$ cat config.mk
export PLATFORM = sky130hd
export DESIGN_NAME = fpmc_top
export DESIGN_NICKNAME = d
export VERILOG_FILES = /design/src/common/fpmc_pkg.sv /design/src/design/fpmc_button.sv /design/src/design/fpmc_bcd.sv /design/src/design/fpmc_top.sv
export VERILOG_INCLUDE_DIRS = /design/src /design/src/common
export SDC_FILE = /design/constraint.sdc
export NUM_CORES = 2
export LEC_CHECK = 0
export BUFFER_PORTS_ARGS = -buffer_cell sky130_fd_sc_hd__buf_2
export CAP_MARGIN = 20
export CELL_PAD_IN_SITES_DETAIL_PLACEMENT = 1
export CELL_PAD_IN_SITES_GLOBAL_PLACEMENT = 2
export CORE_MARGIN = 4
export CORE_UTILIZATION = 44
export CTS_BUF_LIST = sky130_fd_sc_hd__clkbuf_8
export DETAILED_ROUTE_END_ITERATION = 8
export PLACE_DENSITY = 0.95
export REMOVE_ABC_BUFFERS = 1
export SYNTH_ARGS = -nofsm -noshare
export SYNTH_HDL_FRONTEND = slang
export SYNTH_HIERARCHICAL = 1
export SYNTH_SLANG_ARGS = --single-unit
$ cat constraint.sdc
create_clock -name CLK_I -period 10.7 [get_ports CLK_I]
set_input_delay 1.07 -clock CLK_I [delete_from_list [all_inputs] [get_ports CLK_I]]
set_output_delay 1.07 -clock CLK_I [all_outputs]
set_load 0.01 [all_outputs]
$ cat src/common/fpmc_params.svh
// front-panel menu controller: offsets, codes and timing counts as macros
// assumes a 100 MHz system clock; included by the button and top-level design files
`ifndef FPMC_PARAMS_SVH
`define FPMC_PARAMS_SVH

`define FPMC_CLK_MHZ 100
`define FPMC_MS_CYC(ms) ((ms) * `FPMC_CLK_MHZ * 1000)
`define FPMC_DEB_TIME_MS 10
`define FPMC_INIT_TIME_MS 1000
`define FPMC_PAGE_HOLD_MS 2000
`define FPMC_BLINK_TIME_MS 250
`define FPMC_ACK_TIME_MS 1000
`define FPMC_DEB_CYC `FPMC_MS_CYC(`FPMC_DEB_TIME_MS)
`define FPMC_INIT_CYC `FPMC_MS_CYC(`FPMC_INIT_TIME_MS)
`define FPMC_PAGE_HOLD_CYC `FPMC_MS_CYC(`FPMC_PAGE_HOLD_MS)
`define FPMC_BLINK_CYC `FPMC_MS_CYC(`FPMC_BLINK_TIME_MS)
`define FPMC_ACK_CYC `FPMC_MS_CYC(`FPMC_ACK_TIME_MS)

`define FPMC_BTN_N 5
`define FPMC_BTN_MODE 0
`define FPMC_BTN_UP 1
`define FPMC_BTN_DOWN 2
`define FPMC_BTN_SHIFT 3
`define FPMC_BTN_SET 4

`define FPMC_CAT_MON 2'h3
`define FPMC_CUR_MAX 3'h4

`define FPMC_CH_E 5'h0E
`define FPMC_CH_D 5'h0D
`define FPMC_CH_C 5'h0C
`define FPMC_CH_F 5'h0F
`define FPMC_CH_BLANK 5'h10
`define FPMC_CH_MINUS 5'h11
`define FPMC_CH_N 5'h12
`define FPMC_CH_R 5'h13
`define FPMC_CH_I 5'h14
`define FPMC_CH_T 5'h15
`define FPMC_CH_U 5'h16
`define FPMC_CH_OUT 5'h17
`define FPMC_CH_IN 5'h18

`endif

$ cat src/common/fpmc_pkg.sv
// front-panel menu controller: shared types
// constants live in fpmc_params.svh
package fpmc_pkg;
  typedef enum logic [5:0] {
    ST_INIT = 6'b000001,
    ST_STATUS = 6'b000010,
    ST_GROUP = 6'b000100,
    ST_OFFSET = 6'b001000,
    ST_VALUE = 6'b010000,
    ST_FAULT = 6'b100000
  } fpmc_state_e;
  typedef enum logic [1:0] {
    CODE_NOT_READY = 2'h0,
    CODE_READY = 2'h1,
    CODE_RUNNING = 2'h2,
    CODE_SPARE = 2'h3
  } fpmc_servo_e;
  typedef enum logic [2:0] {
    LINK_NONE = 3'h0,
    LINK_INIT = 3'h1,
    LINK_PREOP = 3'h2,
    LINK_SAFEOP = 3'h3,
    LINK_OP = 3'h4
  } fpmc_comm_e;
  typedef logic [4:0] fpmc_char_t;
endpackage

$ cat src/design/fpmc_button.sv
// one push button: synchroniser, debounce, press / hold / repeat events
// assumes an active-high raw button level on the system clock
`timescale 1ns/100ps
`include "fpmc_params.svh"
module fpmc_button #(
  parameter int unsigned DEB_CYCLES = `FPMC_DEB_CYC
) (
  // clock and reset
  input wire logic clk_i,
  input wire logic nrst_i,
  // raw button and thresholds
  input wire logic btn_i,
  input wire logic [23:0] hold_cycles_i,
  input wire logic [23:0] rep_cycles_i,
  // debounced level and one-cycle events
  output logic level_o,
  output logic press_o,
  output logic hold_o,
  output logic rep_o
);
  logic sync1, sync2, lvl_q, held;
  logic [31:0] deb_cnt;
  logic [23:0] hold_cnt, rep_cnt;

  always_ff @(posedge clk_i or negedge nrst_i) begin
    if (!nrst_i) begin
      sync1 <= 1'b0;
      sync2 <= 1'b0;
    end else begin
      sync1 <= btn_i;
      sync2 <= sync1;
    end
  end

  // a level must stand for the whole window before it is accepted
  always_ff @(posedge clk_i or negedge nrst_i) begin
    if (!nrst_i) begin
      level_o <= 1'b0;
      deb_cnt <= 32'h0;
    end else if (sync2 == level_o) begin
      deb_cnt <= 32'h0;
    end else if (deb_cnt == 32'(DEB_CYCLES - 1)) begin
      level_o <= sync2;
      deb_cnt <= 32'h0;
    end else begin
      deb_cnt <= deb_cnt + 32'h1;
    end
  end

  always_ff @(posedge clk_i or negedge nrst_i) begin
    if (!nrst_i) begin
      lvl_q <= 1'b0;
      held <= 1'b0;
      hold_cnt <= 24'h0;
      rep_cnt <= 24'h0;
      press_o <= 1'b0;
      hold_o <= 1'b0;
      rep_o <= 1'b0;
    end else begin
      lvl_q <= level_o;
      press_o <= 1'b0;
      hold_o <= 1'b0;
      rep_o <= 1'b0;
      if (level_o) begin
        if (!held) begin
          if (hold_cnt == hold_cycles_i) begin
            held <= 1'b1;
            hold_o <= 1'b1;
            rep_cnt <= 24'h0;
          end else begin
            hold_cnt <= hold_cnt + 24'h1;
          end
        end else if (rep_cnt == rep_cycles_i) begin
          rep_o <= 1'b1;
          rep_cnt <= 24'h0;
        end else begin
          rep_cnt <= rep_cnt + 24'h1;
        end
      end else begin
        press_o <= lvl_q & ~held;
        held <= 1'b0;
        hold_cnt <= 24'h0;
        rep_cnt <= 24'h0;
      end
    end
  end
endmodule

$ cat src/design/fpmc_bcd.sv
// binary to ten-digit decimal, shift-and-add-three, one result per 33 cycles
// assumes the input is a magnitude that holds still for a conversion
`timescale 1ns/100ps
module fpmc_bcd (
  // clock and reset
  input wire logic clk_i,
  input wire logic nrst_i,
  // value in, digits out
  input wire logic [31:0] bin_i,
  output logic [39:0] bcd_o
);
  logic [31:0] sh;
  logic [39:0] acc, adj;
  logic [5:0] cnt;

  always_comb begin
    for (int i = 0; i < 10; i++) begin
      adj[4*i +: 4] = (acc[4*i +: 4] >= 4'h5) ? acc[4*i +: 4] + 4'h3 : acc[4*i +: 4];
    end
  end

  always_ff @(posedge clk_i or negedge nrst_i) begin
    if (!nrst_i) begin
      sh <= 32'h0;
      acc <= 40'h0;
      cnt <= 6'h0;
    end else if (cnt == 6'h0) begin
      sh <= bin_i;
      acc <= 40'h0;
      cnt <= 6'h1;
    end else begin
      acc <= {adj[38:0], sh[31]};
      sh <= {sh[30:0], 1'b0};
      cnt <= (cnt == 6'h20) ? 6'h0 : cnt + 6'h1;
    end
  end

  always_ff @(posedge clk_i or negedge nrst_i) begin
    if (!nrst_i) begin
      bcd_o <= 40'h0;
    end else if (cnt == 6'h20) begin
      bcd_o <= {adj[38:0], sh[31]};
    end
  end
endmodule

$ cat src/design/fpmc_top.sv
// front-panel menu controller: buttons, four-level menu, five-digit display
// assumes synchronous status inputs and a parameter store outside the block
`timescale 1ns/100ps
`include "fpmc_params.svh"
// What this block does
// mode press changes level; hold steps group
// up/down step status items or value
// shift moves cursor; hold jogs or pages
// set descends a level or stores setpoint
// show Init, then status without input
// monitored value while motor rotates
// selecting monitor switches to monitored display
// fault display blinks; set stops, mode leaves
// group shown hex with category letter
// group level: set enters offset, mode returns
// offset in hex; set edits, mode returns
// value decimal; adjust, store, acknowledge, return
// top level cycles modes; mode enters group
// brake segment lit only for brake model
// port symbol blank, out or in
// comm digit 0,1,2,4,8 by link state
// running mode digit, seven motion modes
// servo field: not ready, ready, running codes
// signed four digits, minus and point
// unsigned five digits on one page
// long values paged low first with index
// page advances after shift held over 2 s
// show highest severity fault code
// buttons synchronised, debounced, hold threshold programmable
// one event per press, programmable repeat rate
module fpmc_top #(
  parameter int unsigned DEB_CYCLES = `FPMC_DEB_CYC,
  parameter int unsigned INIT_CYCLES = `FPMC_INIT_CYC,
  parameter int unsigned PAGE_HOLD_CYCLES = `FPMC_PAGE_HOLD_CYC,
  parameter int unsigned BLINK_CYCLES = `FPMC_BLINK_CYC,
  parameter int unsigned ACK_CYCLES = `FPMC_ACK_CYC
) (
  // clock and reset
  input wire logic CLK_I,
  input wire logic NRST_I,
  // buttons, high while pressed
  input wire logic BTN_MODE_I,
  input wire logic BTN_UP_I,
  input wire logic BTN_DOWN_I,
  input wire logic BTN_SHIFT_I,
  input wire logic BTN_SET_I,
  input wire logic [23:0] HOLD_CYCLES_I,
  input wire logic [23:0] REPEAT_CYCLES_I,
  // drive status
  input wire logic HAS_BRAKE_I,
  input wire logic PORT_OUT_LINK_I,
  input wire logic PORT_IN_LINK_I,
  input wire fpmc_pkg::fpmc_comm_e COMM_STATE_I,
  input wire logic [2:0] RUN_MODE_I,
  input wire fpmc_pkg::fpmc_servo_e SERVO_STATE_I,
  input wire logic MOTOR_ROTATING_I,
  input wire logic [7:0] FAULT_REQ_I,
  // values to show
  input wire logic [31:0] MON_VALUE_I,
  input wire logic MON_SIGNED_I,
  input wire logic [31:0] PARAM_RDATA_I,
  input wire logic PARAM_SIGNED_I,
  // parameter access
  output logic [7:0] PARAM_GROUP_O,
  output logic [7:0] PARAM_OFFSET_O,
  output logic [31:0] PARAM_WDATA_O,
  output logic PARAM_STORE_O,
  output logic MON_SELECT_O,
  output logic [7:0] MON_GROUP_O,
  output logic [7:0] MON_OFFSET_O,
  output logic JOG_O,
  // display, digit 4 leftmost, bit 7 of each digit is its point
  output logic [39:0] SEG_O
);
  import fpmc_pkg::*;

  fpmc_state_e state;
  logic [4:0] lvl, prs, hld, rep, raw;
  logic m_press, m_step, up_step, dn_step, sh_press, sh_hold, set_ev, fault_new;
  logic [7:0] fault_q;
  logic [31:0] init_cnt, edit, blink_cnt, ack_cnt, page_cnt, num_src, mag;
  logic [2:0] cursor, fault_idx;
  logic disp_mon, blink, blink_ph, ack, page_done, show_mon, neg, last_pg;
  logic [1:0] page, npages;
  logic [39:0] bcd, next_seg;
  logic [47:0] bcd_pad;
  fpmc_char_t [4:0] ch;
  logic [4:0] dp;

  assign raw = {BTN_SET_I, BTN_SHIFT_I, BTN_DOWN_I, BTN_UP_I, BTN_MODE_I};
  for (genvar g = 0; g < `FPMC_BTN_N; g++) begin : g_btn
    fpmc_button #(.DEB_CYCLES(DEB_CYCLES)) u_btn (
      .clk_i(CLK_I),
      .nrst_i(NRST_I),
      .btn_i(raw[g]),
      .hold_cycles_i(HOLD_CYCLES_I),
      .rep_cycles_i(REPEAT_CYCLES_I),
      .level_o(lvl[g]),
      .press_o(prs[g]),
      .hold_o(hld[g]),
      .rep_o(rep[g])
    );
  end

  assign m_press = prs[`FPMC_BTN_MODE];
  assign m_step = hld[`FPMC_BTN_MODE] | rep[`FPMC_BTN_MODE];
  assign up_step = prs[`FPMC_BTN_UP] | hld[`FPMC_BTN_UP] | rep[`FPMC_BTN_UP];
  assign dn_step = prs[`FPMC_BTN_DOWN] | hld[`FPMC_BTN_DOWN] | rep[`FPMC_BTN_DOWN];
  assign sh_press = prs[`FPMC_BTN_SHIFT];
  assign sh_hold = hld[`FPMC_BTN_SHIFT];
  assign set_ev = prs[`FPMC_BTN_SET] | hld[`FPMC_BTN_SET];
  assign fault_new = |(FAULT_REQ_I & ~fault_q) && state != ST_INIT;

  function automatic logic [31:0] pow10(input logic [2:0] c);
    case (c)
      3'h1: pow10 = 32'hA;
      3'h2: pow10 = 32'h64;
      3'h3: pow10 = 32'h3E8;
      3'h4: pow10 = 32'h2710;
      default: pow10 = 32'h1;
    endcase
  endfunction

  function automatic logic [6:0] glyph(input fpmc_char_t c);
    case (c)
      5'h00: glyph = 7'h3F;
      5'h01: glyph = 7'h06;
      5'h02: glyph = 7'h5B;
      5'h03: glyph = 7'h4F;
      5'h04: glyph = 7'h66;
      5'h05: glyph = 7'h6D;
      5'h06: glyph = 7'h7D;
      5'h07: glyph = 7'h07;
      5'h08: glyph = 7'h7F;
      5'h09: glyph = 7'h6F;
      5'h0A: glyph = 7'h77;
      5'h0B: glyph = 7'h7C;
      5'h0C: glyph = 7'h39;
      5'h0D: glyph = 7'h5E;
      5'h0E: glyph = 7'h79;
      5'h0F: glyph = 7'h71;
      `FPMC_CH_MINUS: glyph = 7'h40;
      `FPMC_CH_N: glyph = 7'h54;
      `FPMC_CH_R: glyph = 7'h50;
      `FPMC_CH_I: glyph = 7'h30;
      `FPMC_CH_T: glyph = 7'h78;
      `FPMC_CH_U: glyph = 7'h3E;
      `FPMC_CH_OUT: glyph = 7'h01;
      `FPMC_CH_IN: glyph = 7'h08;
      default: glyph = 7'h00;
    endcase
  endfunction

  // menu levels; a new fault outranks any button in the same cycle
  always_ff @(posedge CLK_I or negedge NRST_I) begin
    if (!NRST_I) begin
      state <= ST_INIT;
      PARAM_GROUP_O <= 8'h0;
      PARAM_OFFSET_O <= 8'h0;
      edit <= 32'h0;
      cursor <= 3'h0;
    end else if (fault_new) begin
      state <= ST_FAULT;
    end else begin
      case (state)
        ST_INIT: if (init_cnt == 32'(INIT_CYCLES - 1)) state <= ST_STATUS;
        ST_STATUS: if (m_press) state <= ST_GROUP;
        ST_GROUP: begin
          if (m_press) state <= ST_STATUS;
          else if (set_ev) state <= ST_OFFSET;
          else if (m_step | up_step) PARAM_GROUP_O <= PARAM_GROUP_O + 8'h1;
          else if (dn_step) PARAM_GROUP_O <= PARAM_GROUP_O - 8'h1;
        end
        ST_OFFSET: begin
          if (m_press) state <= ST_GROUP;
          else if (set_ev) begin
            if (PARAM_GROUP_O[7:6] == `FPMC_CAT_MON) begin
              state <= ST_STATUS;
            end else begin
              state <= ST_VALUE;
              edit <= PARAM_RDATA_I;
              cursor <= 3'h0;
            end
          end else if (up_step) PARAM_OFFSET_O <= PARAM_OFFSET_O + 8'h1;
          else if (dn_step) PARAM_OFFSET_O <= PARAM_OFFSET_O - 8'h1;
        end
        ST_VALUE: begin
          if (m_press) state <= ST_OFFSET;
          else if (up_step) edit <= edit + pow10(cursor);
          else if (dn_step) edit <= edit - pow10(cursor);
          else if (sh_press) cursor <= (cursor == `FPMC_CUR_MAX) ? 3'h0 : cursor + 3'h1;
        end
        ST_FAULT: if (m_press && !blink) state <= ST_GROUP;
        default: state <= ST_STATUS;
      endcase
    end
  end

  always_ff @(posedge CLK_I or negedge NRST_I) begin
    if (!NRST_I) init_cnt <= 32'h0;
    else if (state == ST_INIT) init_cnt <= init_cnt + 32'h1;
  end

  // monitor selection and top-level display mode
  always_ff @(posedge CLK_I or negedge NRST_I) begin
    if (!NRST_I) begin
      MON_SELECT_O <= 1'b0;
      MON_GROUP_O <= 8'h0;
      MON_OFFSET_O <= 8'h0;
      disp_mon <= 1'b0;
    end else if (!fault_new) begin
      if (state == ST_OFFSET && !m_press && set_ev && PARAM_GROUP_O[7:6] == `FPMC_CAT_MON) begin
        MON_SELECT_O <= 1'b1;
        MON_GROUP_O <= PARAM_GROUP_O;
        MON_OFFSET_O <= PARAM_OFFSET_O;
        disp_mon <= 1'b1;
      end else if (state == ST_STATUS && !m_press && (up_step | dn_step)) begin
        disp_mon <= ~disp_mon;
      end
    end
  end

  // store strobe carries the edited value; acknowledgement shown afterwards
  always_ff @(posedge CLK_I or negedge NRST_I) begin
    if (!NRST_I) begin
      PARAM_STORE_O <= 1'b0;
      PARAM_WDATA_O <= 32'h0;
      ack <= 1'b0;
      ack_cnt <= 32'h0;
    end else begin
      PARAM_STORE_O <= 1'b0;
      if (state == ST_VALUE && set_ev && !m_press && !fault_new) begin
        PARAM_STORE_O <= 1'b1;
        PARAM_WDATA_O <= edit;
        ack <= 1'b1;
        ack_cnt <= 32'h0;
      end else if (state != ST_VALUE || ack_cnt == 32'(ACK_CYCLES - 1) || |prs) begin
        ack <= 1'b0;
      end else begin
        ack_cnt <= ack_cnt + 32'h1;
      end
    end
  end

  always_ff @(posedge CLK_I or negedge NRST_I) begin
    if (!NRST_I) JOG_O <= 1'b0;
    else if (state != ST_STATUS || m_press) JOG_O <= 1'b0;
    else if (sh_hold) JOG_O <= 1'b1;
  end

  // blinking; a fault arriving with the set press keeps the blink on
  always_ff @(posedge CLK_I or negedge NRST_I) begin
    if (!NRST_I) begin
      blink <= 1'b0;
      blink_ph <= 1'b0;
      blink_cnt <= 32'h0;
      fault_q <= 8'h0;
    end else begin
      fault_q <= FAULT_REQ_I;
      if (fault_new) blink <= 1'b1;
      else if (state == ST_FAULT && set_ev) blink <= 1'b0;
      if (blink_cnt == 32'(BLINK_CYCLES - 1)) begin
        blink_cnt <= 32'h0;
        blink_ph <= ~blink_ph;
      end else begin
        blink_cnt <= blink_cnt + 32'h1;
      end
    end
  end

  // paging needs an uninterrupted shift hold; one advance per hold
  always_ff @(posedge CLK_I or negedge NRST_I) begin
    if (!NRST_I) begin
      page <= 2'h0;
      page_cnt <= 32'h0;
      page_done <= 1'b0;
    end else begin
      if (!lvl[`FPMC_BTN_SHIFT]) begin
        page_cnt <= 32'h0;
        page_done <= 1'b0;
      end else if (!page_done) begin
        page_cnt <= page_cnt + 32'h1;
      end
      if (m_press || set_ev) begin
        page <= 2'h0;
      end else if (!page_done && page_cnt == 32'(PAGE_HOLD_CYCLES)) begin
        page_done <= 1'b1;
        page <= last_pg ? 2'h0 : page + 2'h1;
      end
    end
  end

  // number source and paging geometry
  assign show_mon = state == ST_STATUS && MON_SELECT_O && (disp_mon || MOTOR_ROTATING_I);
  assign num_src = (state == ST_VALUE) ? edit : MON_VALUE_I;
  assign neg = ((state == ST_VALUE) ? PARAM_SIGNED_I : MON_SIGNED_I) & num_src[31];
  assign mag = neg ? (~num_src) + 32'h1 : num_src;
  assign npages = (bcd[39:32] != 8'h0) ? 2'h3 : (bcd[31:16] != 16'h0) ? 2'h2 : 2'h1;
  assign last_pg = (page + 2'h1) >= npages;
  // the top page reads two digits past the converter; they show as zero
  assign bcd_pad = {8'h00, bcd};

  fpmc_bcd u_bcd (
    .clk_i(CLK_I),
    .nrst_i(NRST_I),
    .bin_i(mag),
    .bcd_o(bcd)
  );

  always_comb begin
    fault_idx = 3'h0;
    for (int i = 0; i < 8; i++) begin
      if (FAULT_REQ_I[i]) fault_idx = 3'(i);
    end
  end

  always_comb begin
    ch = {5{`FPMC_CH_BLANK}};
    dp = 5'h0;
    if (state == ST_INIT) begin
      ch = {`FPMC_CH_I, `FPMC_CH_N, `FPMC_CH_I, `FPMC_CH_T, `FPMC_CH_BLANK};
    end else if (state == ST_FAULT) begin
      ch = {`FPMC_CH_E, `FPMC_CH_R, `FPMC_CH_BLANK, `FPMC_CH_MINUS, {2'h0, fault_idx}};
    end else if (state == ST_GROUP) begin
      case (PARAM_GROUP_O[7:6])
        2'h0: ch[4] = `FPMC_CH_C;
        2'h1: ch[4] = `FPMC_CH_R;
        2'h2: ch[4] = `FPMC_CH_F;
        default: ch[4] = `FPMC_CH_U;
      endcase
      ch[1] = {3'h0, PARAM_GROUP_O[5:4]};
      ch[0] = {1'b0, PARAM_GROUP_O[3:0]};
    end else if (state == ST_OFFSET) begin
      ch[1] = {1'b0, PARAM_OFFSET_O[7:4]};
      ch[0] = {1'b0, PARAM_OFFSET_O[3:0]};
    end else if (state == ST_VALUE && ack) begin
      ch = {`FPMC_CH_BLANK, `FPMC_CH_D, `FPMC_CH_N, `FPMC_CH_E, `FPMC_CH_BLANK};
    end else if (state == ST_VALUE || show_mon) begin
      dp[0] = neg;
      if (neg && bcd[39:16] == 24'h0) begin
        ch[4] = `FPMC_CH_MINUS;
        for (int i = 0; i < 4; i++) ch[i] = {1'b0, bcd[4*i +: 4]};
      end else if (!neg && bcd[39:20] == 20'h0) begin
        for (int i = 0; i < 5; i++) ch[i] = {1'b0, bcd[4*i +: 4]};
      end else begin
        ch[4] = {3'h0, page} + 5'h1;
        for (int i = 0; i < 4; i++) ch[i] = {1'b0, bcd_pad[16*page + 4*i +: 4]};
      end
    end else begin
      if (PORT_OUT_LINK_I) ch[4] = `FPMC_CH_OUT;
      else if (PORT_IN_LINK_I) ch[4] = `FPMC_CH_IN;
      dp[4] = HAS_BRAKE_I;
      case (COMM_STATE_I)
        LINK_INIT: ch[3] = 5'h01;
        LINK_PREOP: ch[3] = 5'h02;
        LINK_SAFEOP: ch[3] = 5'h04;
        LINK_OP: ch[3] = 5'h08;
        default: ch[3] = 5'h00;
      endcase
      ch[2] = {2'h0, RUN_MODE_I};
      case (SERVO_STATE_I)
        CODE_READY: ch[1:0] = {`FPMC_CH_R, `FPMC_CH_D};
        CODE_RUNNING: ch[1:0] = {`FPMC_CH_R, `FPMC_CH_N};
        default: ch[1:0] = {`FPMC_CH_N, `FPMC_CH_R};
      endcase
    end
  end

  always_comb begin
    for (int i = 0; i < 5; i++) begin
      next_seg[8*i +: 8] = (blink && !blink_ph) ? 8'h00 : {dp[i], glyph(ch[i])};
    end
  end

  always_ff @(posedge CLK_I or negedge NRST_I) begin
    if (!NRST_I) SEG_O <= 40'h0;
    else SEG_O <= next_seg;
  end
endmodule

Word-level counts from Yosys, hierarchy flattened
Memories as Yosys holds them, arrays and structs flattened. Cells that the tools add are included.

Register bits after elaboration: 799. Bits in read-only memories: 1120. Input port bits: 141. Output and inout port bits: 107. Memories kept: 5.

Memories: (no name shown) (depth 32, bits a word 7, rd ports 1, clocked after memory_dff 0, wr ports 0, RTL line fpmc_top.sv:125) `case (c)`; (no name shown) (depth 32, bits a word 7, rd ports 1, clocked after memory_dff 0, wr ports 0, RTL line fpmc_top.sv:125); (no name shown) (depth 32, bits a word 7, rd ports 1, clocked after memory_dff 0, wr ports 0, RTL line fpmc_top.sv:125); (no name shown) (depth 32, bits a word 7, rd ports 1, clocked after memory_dff 0, wr ports 0, RTL line fpmc_top.sv:125); (no name shown) (depth 32, bits a word 7, rd ports 1, clocked after memory_dff 0, wr ports 0, RTL line fpmc_top.sv:125).

Add/sub/neg operators: 41. Magnitude comparators: 11. Equality and inequality tests: 74. Shifts and indexed selects: 4. Multiplexer cells: 196. Bitwise operators: 32. Reduce and logical (&&, ||, !) cells: 63.

Operators with widths (count): $mux 32 (33); $mux 24 (28); $add 32x1->32 const B (10); $add 24x1->24 const B (8); $eq 24x24->1 (8); $eq 32x20->1 const B (5); $shiftx 48x8->4 (3); $mux 25 (5); $mux 6 (11); $mux 1 (65); $eq 32x27->1 const B (2); $pmux 32 s2 (1); $pmux 14 s4 (1); $mux 8 (6); $shiftx 48x7->4 (1); $mux 3 (15); $mux 4 (11); $ge 4x3->1 const B (10); $mux 40 (1); $add 4x2->4 const B (9); $ne 2x2->1 const B (18); $pmux 6 s6 (1); $add 32x32->32 (1); $eq 32x25->1 const B (1); 63 further kinds (167).

Logic depth before layout (Yosys ltp)
An unclocked memory read counts as a cell.

Depth after elaboration: 15. Mapped depth: 17. Gate-level depth less buffers: 17.

Hierarchy
Netlist, hierarchy kept.

By module, submodules not included: fpmc_button (times used 5, cells an instance 557, area an instance 5223.8 um2, seq. area each 2202.1 um2); fpmc_top (times used 1, cells an instance 2045, area an instance 18532.8 um2, seq. area each 7208.2 um2); fpmc_bcd (times used 1, cells an instance 499, area an instance 5377.7 um2, seq. area each 2952.8 um2).

Worst setup path before layout
No wires, ideal clock.

Path kind: flip-flop to flip-flop. From: register state[1]. To: register u_bcd.sh[30]. Library setup time: 0.127 ns. Data arrival time: 4.026 ns. Data required time: 10.573 ns. Path slack: 6.547 ns. Cell stages (with the launch flop): 17. Clock period less this slack: 4.153 ns. Cells stage by stage: dfrtp_1 or4_4 nor2_1 buf_4 buf_2 buf_2 buf_2 buf_2 mux2i_1 ha_1 o21a_1 o211a_1 and3b_1 nand3_1 o31ai_1 xor2_1 mux2_1.

Cells in the longest elaborated chain, start to end: 6.

RTL lines: from (decl) (RTL line fpmc_top.sv:77) `fpmc_state_e state;`; from (signal assigned) (RTL line fpmc_top.sv:157) `state <= ST_INIT;`; from (signal assigned) (RTL line fpmc_top.sv:163) `state <= ST_FAULT;`; from (signal assigned) (RTL line fpmc_top.sv:166) `ST_INIT: if (init_cnt == 32'(INIT_CYCLES - 1)) state <= ST_STATUS;`; $eq 6x5->1 * (RTL line fpmc_top.sv:295, fpmc_top.sv:296); $mux 32 (RTL line fpmc_top.sv:295) `assign num_src = (state == ST_VALUE) ? edit : MON_VALUE_I;`; $not 32->32 (RTL line fpmc_top.sv:297) `assign mag = neg ? (~num_src) + 32'h1 : num_src;`; $add 32x1->32 (RTL line fpmc_top.sv:297); $mux 32 * (RTL line fpmc_top.sv:297); via mag[30] (RTL line fpmc_top.sv:81) `logic [31:0] init_cnt, edit, blink_cnt, ack_cnt, page_cnt, num_src, mag;`; $mux 32 * (RTL line fpmc_bcd.sv:27) `end else if (cnt == 6'h0) begin`; to (signal assigned) (RTL line fpmc_bcd.sv:28) `sh <= bin_i;`; to (signal assigned) (RTL line fpmc_bcd.sv:33) `sh <= {sh[30:0], 1'b0};`; to (decl) (RTL line fpmc_bcd.sv:12) `logic [31:0] sh;`.

The timed path passes the listed nets; every way through them passes the cells marked *. A chain may end at the register's enable or synchronous reset.

Worst setup path after layout
From: register g_btn[1].u_btn.hold_o. To: register edit[21].

Cells in the longest elaborated chain, start to end: 5.

RTL lines: from (decl) (RTL line fpmc_button.sv:18) `output logic hold_o,`; from (signal assigned) (RTL line fpmc_button.sv:57) `hold_o <= 1'b0;`; from (signal assigned) (RTL line fpmc_button.sv:62) `hold_o <= 1'b0;`; from (signal assigned) (RTL line fpmc_button.sv:68) `hold_o <= 1'b1;`; $or 1x1->1 * (2 in a row) (RTL line fpmc_top.sv:107) `` assign up_step = prs[`FPMC_BTN_UP] | hld[`FPMC_BTN_UP] | rep[`FPMC_BTN_UP]; ``; $mux 32 (RTL line fpmc_top.sv:189) `else if (up_step) edit <= edit + pow10(cursor);`; $mux 32 (RTL line fpmc_top.sv:188) `if (m_press) state <= ST_OFFSET;`; $pmux 32 s2 (RTL line fpmc_top.sv:165) `case (state)`; to (signal assigned) (RTL line fpmc_top.sv:189); to (signal assigned) (RTL line fpmc_top.sv:190) `else if (dn_step) edit <= edit - pow10(cursor);`; to (decl) (RTL line fpmc_top.sv:81).

Mark *: on every way between the ends. The rest lies on a longest branch, timed or not. The select of a mux whose other input is x is not followed.

==> results.txt <==
Worst slew margin: 22.74%
Crit Path Class: flop to flop
Place WS: 6.146 ns
Skew-Pair Late Insertion Delay: 0.82 ns
Mapped Cells: 4953
Max FO, Critical Path: 17
I/O pin cnt: 248
Final antenna-violating net count: 0
LEAKAGE: 22.27 nW
Post-DP HPWL: 95620 um
Synth warn: 6
Most frequent cells in the layout: dfrtp_1 (795), nor2_1 (520), nand2_1 (430), xor2_1 (303), xnor2_1 (263)
Die W: 333.9 um
R2R Path End: edit[21]
Pwr/cell area: 128.1 mW/mm2
Fmax: 0.2178 GHz
Combinational share of power: 8.2%
WP data arrival: 5.31 ns
H-tree lvl count: 4
Final Hold Fails: 0
Nets: 5473
Clk pwr share: 43.1%
VDD IR max: 94.55 uV
Via count: 38880
First-pass GRT wire length: 223400 um
Worst hold path class: primary input to async pin
P_sw: 1.797 mW
Clock slew at reported path FFs: 0.05 ns
Pre-antenna DRT Iters: 5
Max Slew Vio Count: 0
Core Area: 0.1054 mm2
Post-CTS Setup Inserts: 0
Initial Util: 44.32%
Share of cells above drive strength 1: 14.59%
Vias in the first global route: 40850
Syn_area_per_cell: 9.433 um2
Status: complete, no violations
Initial antenna violation count: 9
Min Hold Slack: 0.2772 ns
Total grt overflow: 0
Period utilization: 42.91%
Post-Syn Area: 0.04672 mm2
Sequential share of power: 48.7%
Worst r2r src: g_btn[1].u_btn/hold_o
Drt drc: 0
Sw Ratio: 27.04%
Slew @ Worst Pin: 1.159 ns
Final wirelength: 136400 um
Fin crit period: 4.591 ns
Gp weighted congestion: 0.8838
Port-buffer cells: 244
Max Cap Viol: 0
CTS root buffer: clkbuf_8
Most common cell after layout, fill and taps aside: dfrtp_1
Total negative slack: 0 ns
Total Routing Usage GR: 24.26%
Largest net degree at the start of global routing: 153
Clock Sinks: 796
Wirelength per Cell: 20.39 um
Hold buffers post-CTS: 0
1st-iter DRT viols: 2388
Die Area: 0.1115 mm2
Reg2reg path depth: 14
Worst EP required: 11.42 ns
Internal power: 4.848 mW
Area grow syn2layout: 10.99%
RSZ-0062 raised after global routing: no
# rows: 119
Vias/cell: 5.814
Clock Skew: 0.03865 ns
Crit path capture type: flop
Maximum clock path buffer count: 3
Final WS setup: 6.109 ns
CTS resizes: 0
TritonCTS clock tree: yes
Die height: 333.9 um
Startpoint Class: flop
Clock buffer count from CTS: 147
R2R Setup Slk: 6.11 ns
Final setup vio count: 0
## worst max-delay path, cell delays in order (launching register included)
cell and delay [ns]:
dfrtp_1 0.37, or3_1 0.42, inv_1 0.58, nand2_1 0.14, a222oi_1 0.49, ha_1 0.31
nor2_1 0.09, o311a_1 0.38, or4_1 0.61, nand2_1 0.17, a31oi_1 0.16, o21ai_0 0.31
a31oi_1 0.14, xor2_1 0.15, o21ai_0 0.16
## cell type report
class                      instances  area, um2
timing repair buffer             289       1613
tap                             1391       1740
clock inverter                    69      374.1
inverter                         183      686.9
multi-input combinational       3779      25090
antenna                            4      10.01
fill                           12220      53560
sequential                       796      19920
clock buffer                     176       2422
## per-stage QoR
stage          area [um2]  cells  total power [mW]  utilization (%)
4_1_cts             51810   6679             6.742            49.15
6_report            51860   6687             6.645            49.20
3_3_place_gp        48990   6432             3.804            46.47
2_1_floorplan       45640   4758             3.566                -
5_1_grt             51860   6686             6.963            49.19
3_5_place_dp        49020   6434             3.829            46.50
## sequential cells by signal, summed over array words and instances (netlist names), 6 cells and up
signal / flops
u_bcd/bcd_o: 40
g_btn.u_btn/rep_cnt: 72
blink_cnt: 32
PARAM_GROUP_O: 8
u_bcd/cnt: 6
state: 6
MON_OFFSET_O: 8
PARAM_WDATA_O: 32
u_bcd/acc: 40
ack_cnt: 32
fault_q: 8
g_btn.u_btn/hold_cnt: 120
page_cnt: 32
u_bcd/sh: 32
init_cnt: 32
g_btn.u_btn/deb_cnt: 160
edit: 32
MON_GROUP_O: 8
PARAM_OFFSET_O: 8
SEG_O: 37
## metal layers
layer  track usage (%)  wire length [um]
met5                 0                44
met4             8.784              4221
met3             3.633              5813
met2             40.69             65260
met1             32.03             61040
## worst max-delay path by stage
stage                     slack (ns)             startpoint   endpoint  depth (start not counted)
after floorplan                 3.77               state[1]  SEG_O[28]                         11
after global placement          6.36           MON_SIGNED_I  SEG_O[12]                         12
after detailed placement        6.15           MON_SIGNED_I  SEG_O[12]                         12
after CTS                       6.10  g_btn[1].u_btn/hold_o   edit[21]                         14
after global routing            5.71  g_btn[1].u_btn/hold_o   edit[31]                         14
final                           6.11  g_btn[1].u_btn/hold_o   edit[21]                         14
## power by group through the flow
stage	clock network, mW	logic (mW)	registers [mW]
2_1_floorplan	0	0.327	3.24
3_3_place_gp	0	0.520	3.28
3_5_place_dp	0	0.542	3.29
4_1_cts	2.96	0.547	3.24
5_1_grt	3.10	0.615	3.25
6_report	2.86	0.544	3.24
No activity file was read; power rests on OpenSTA's default activity.
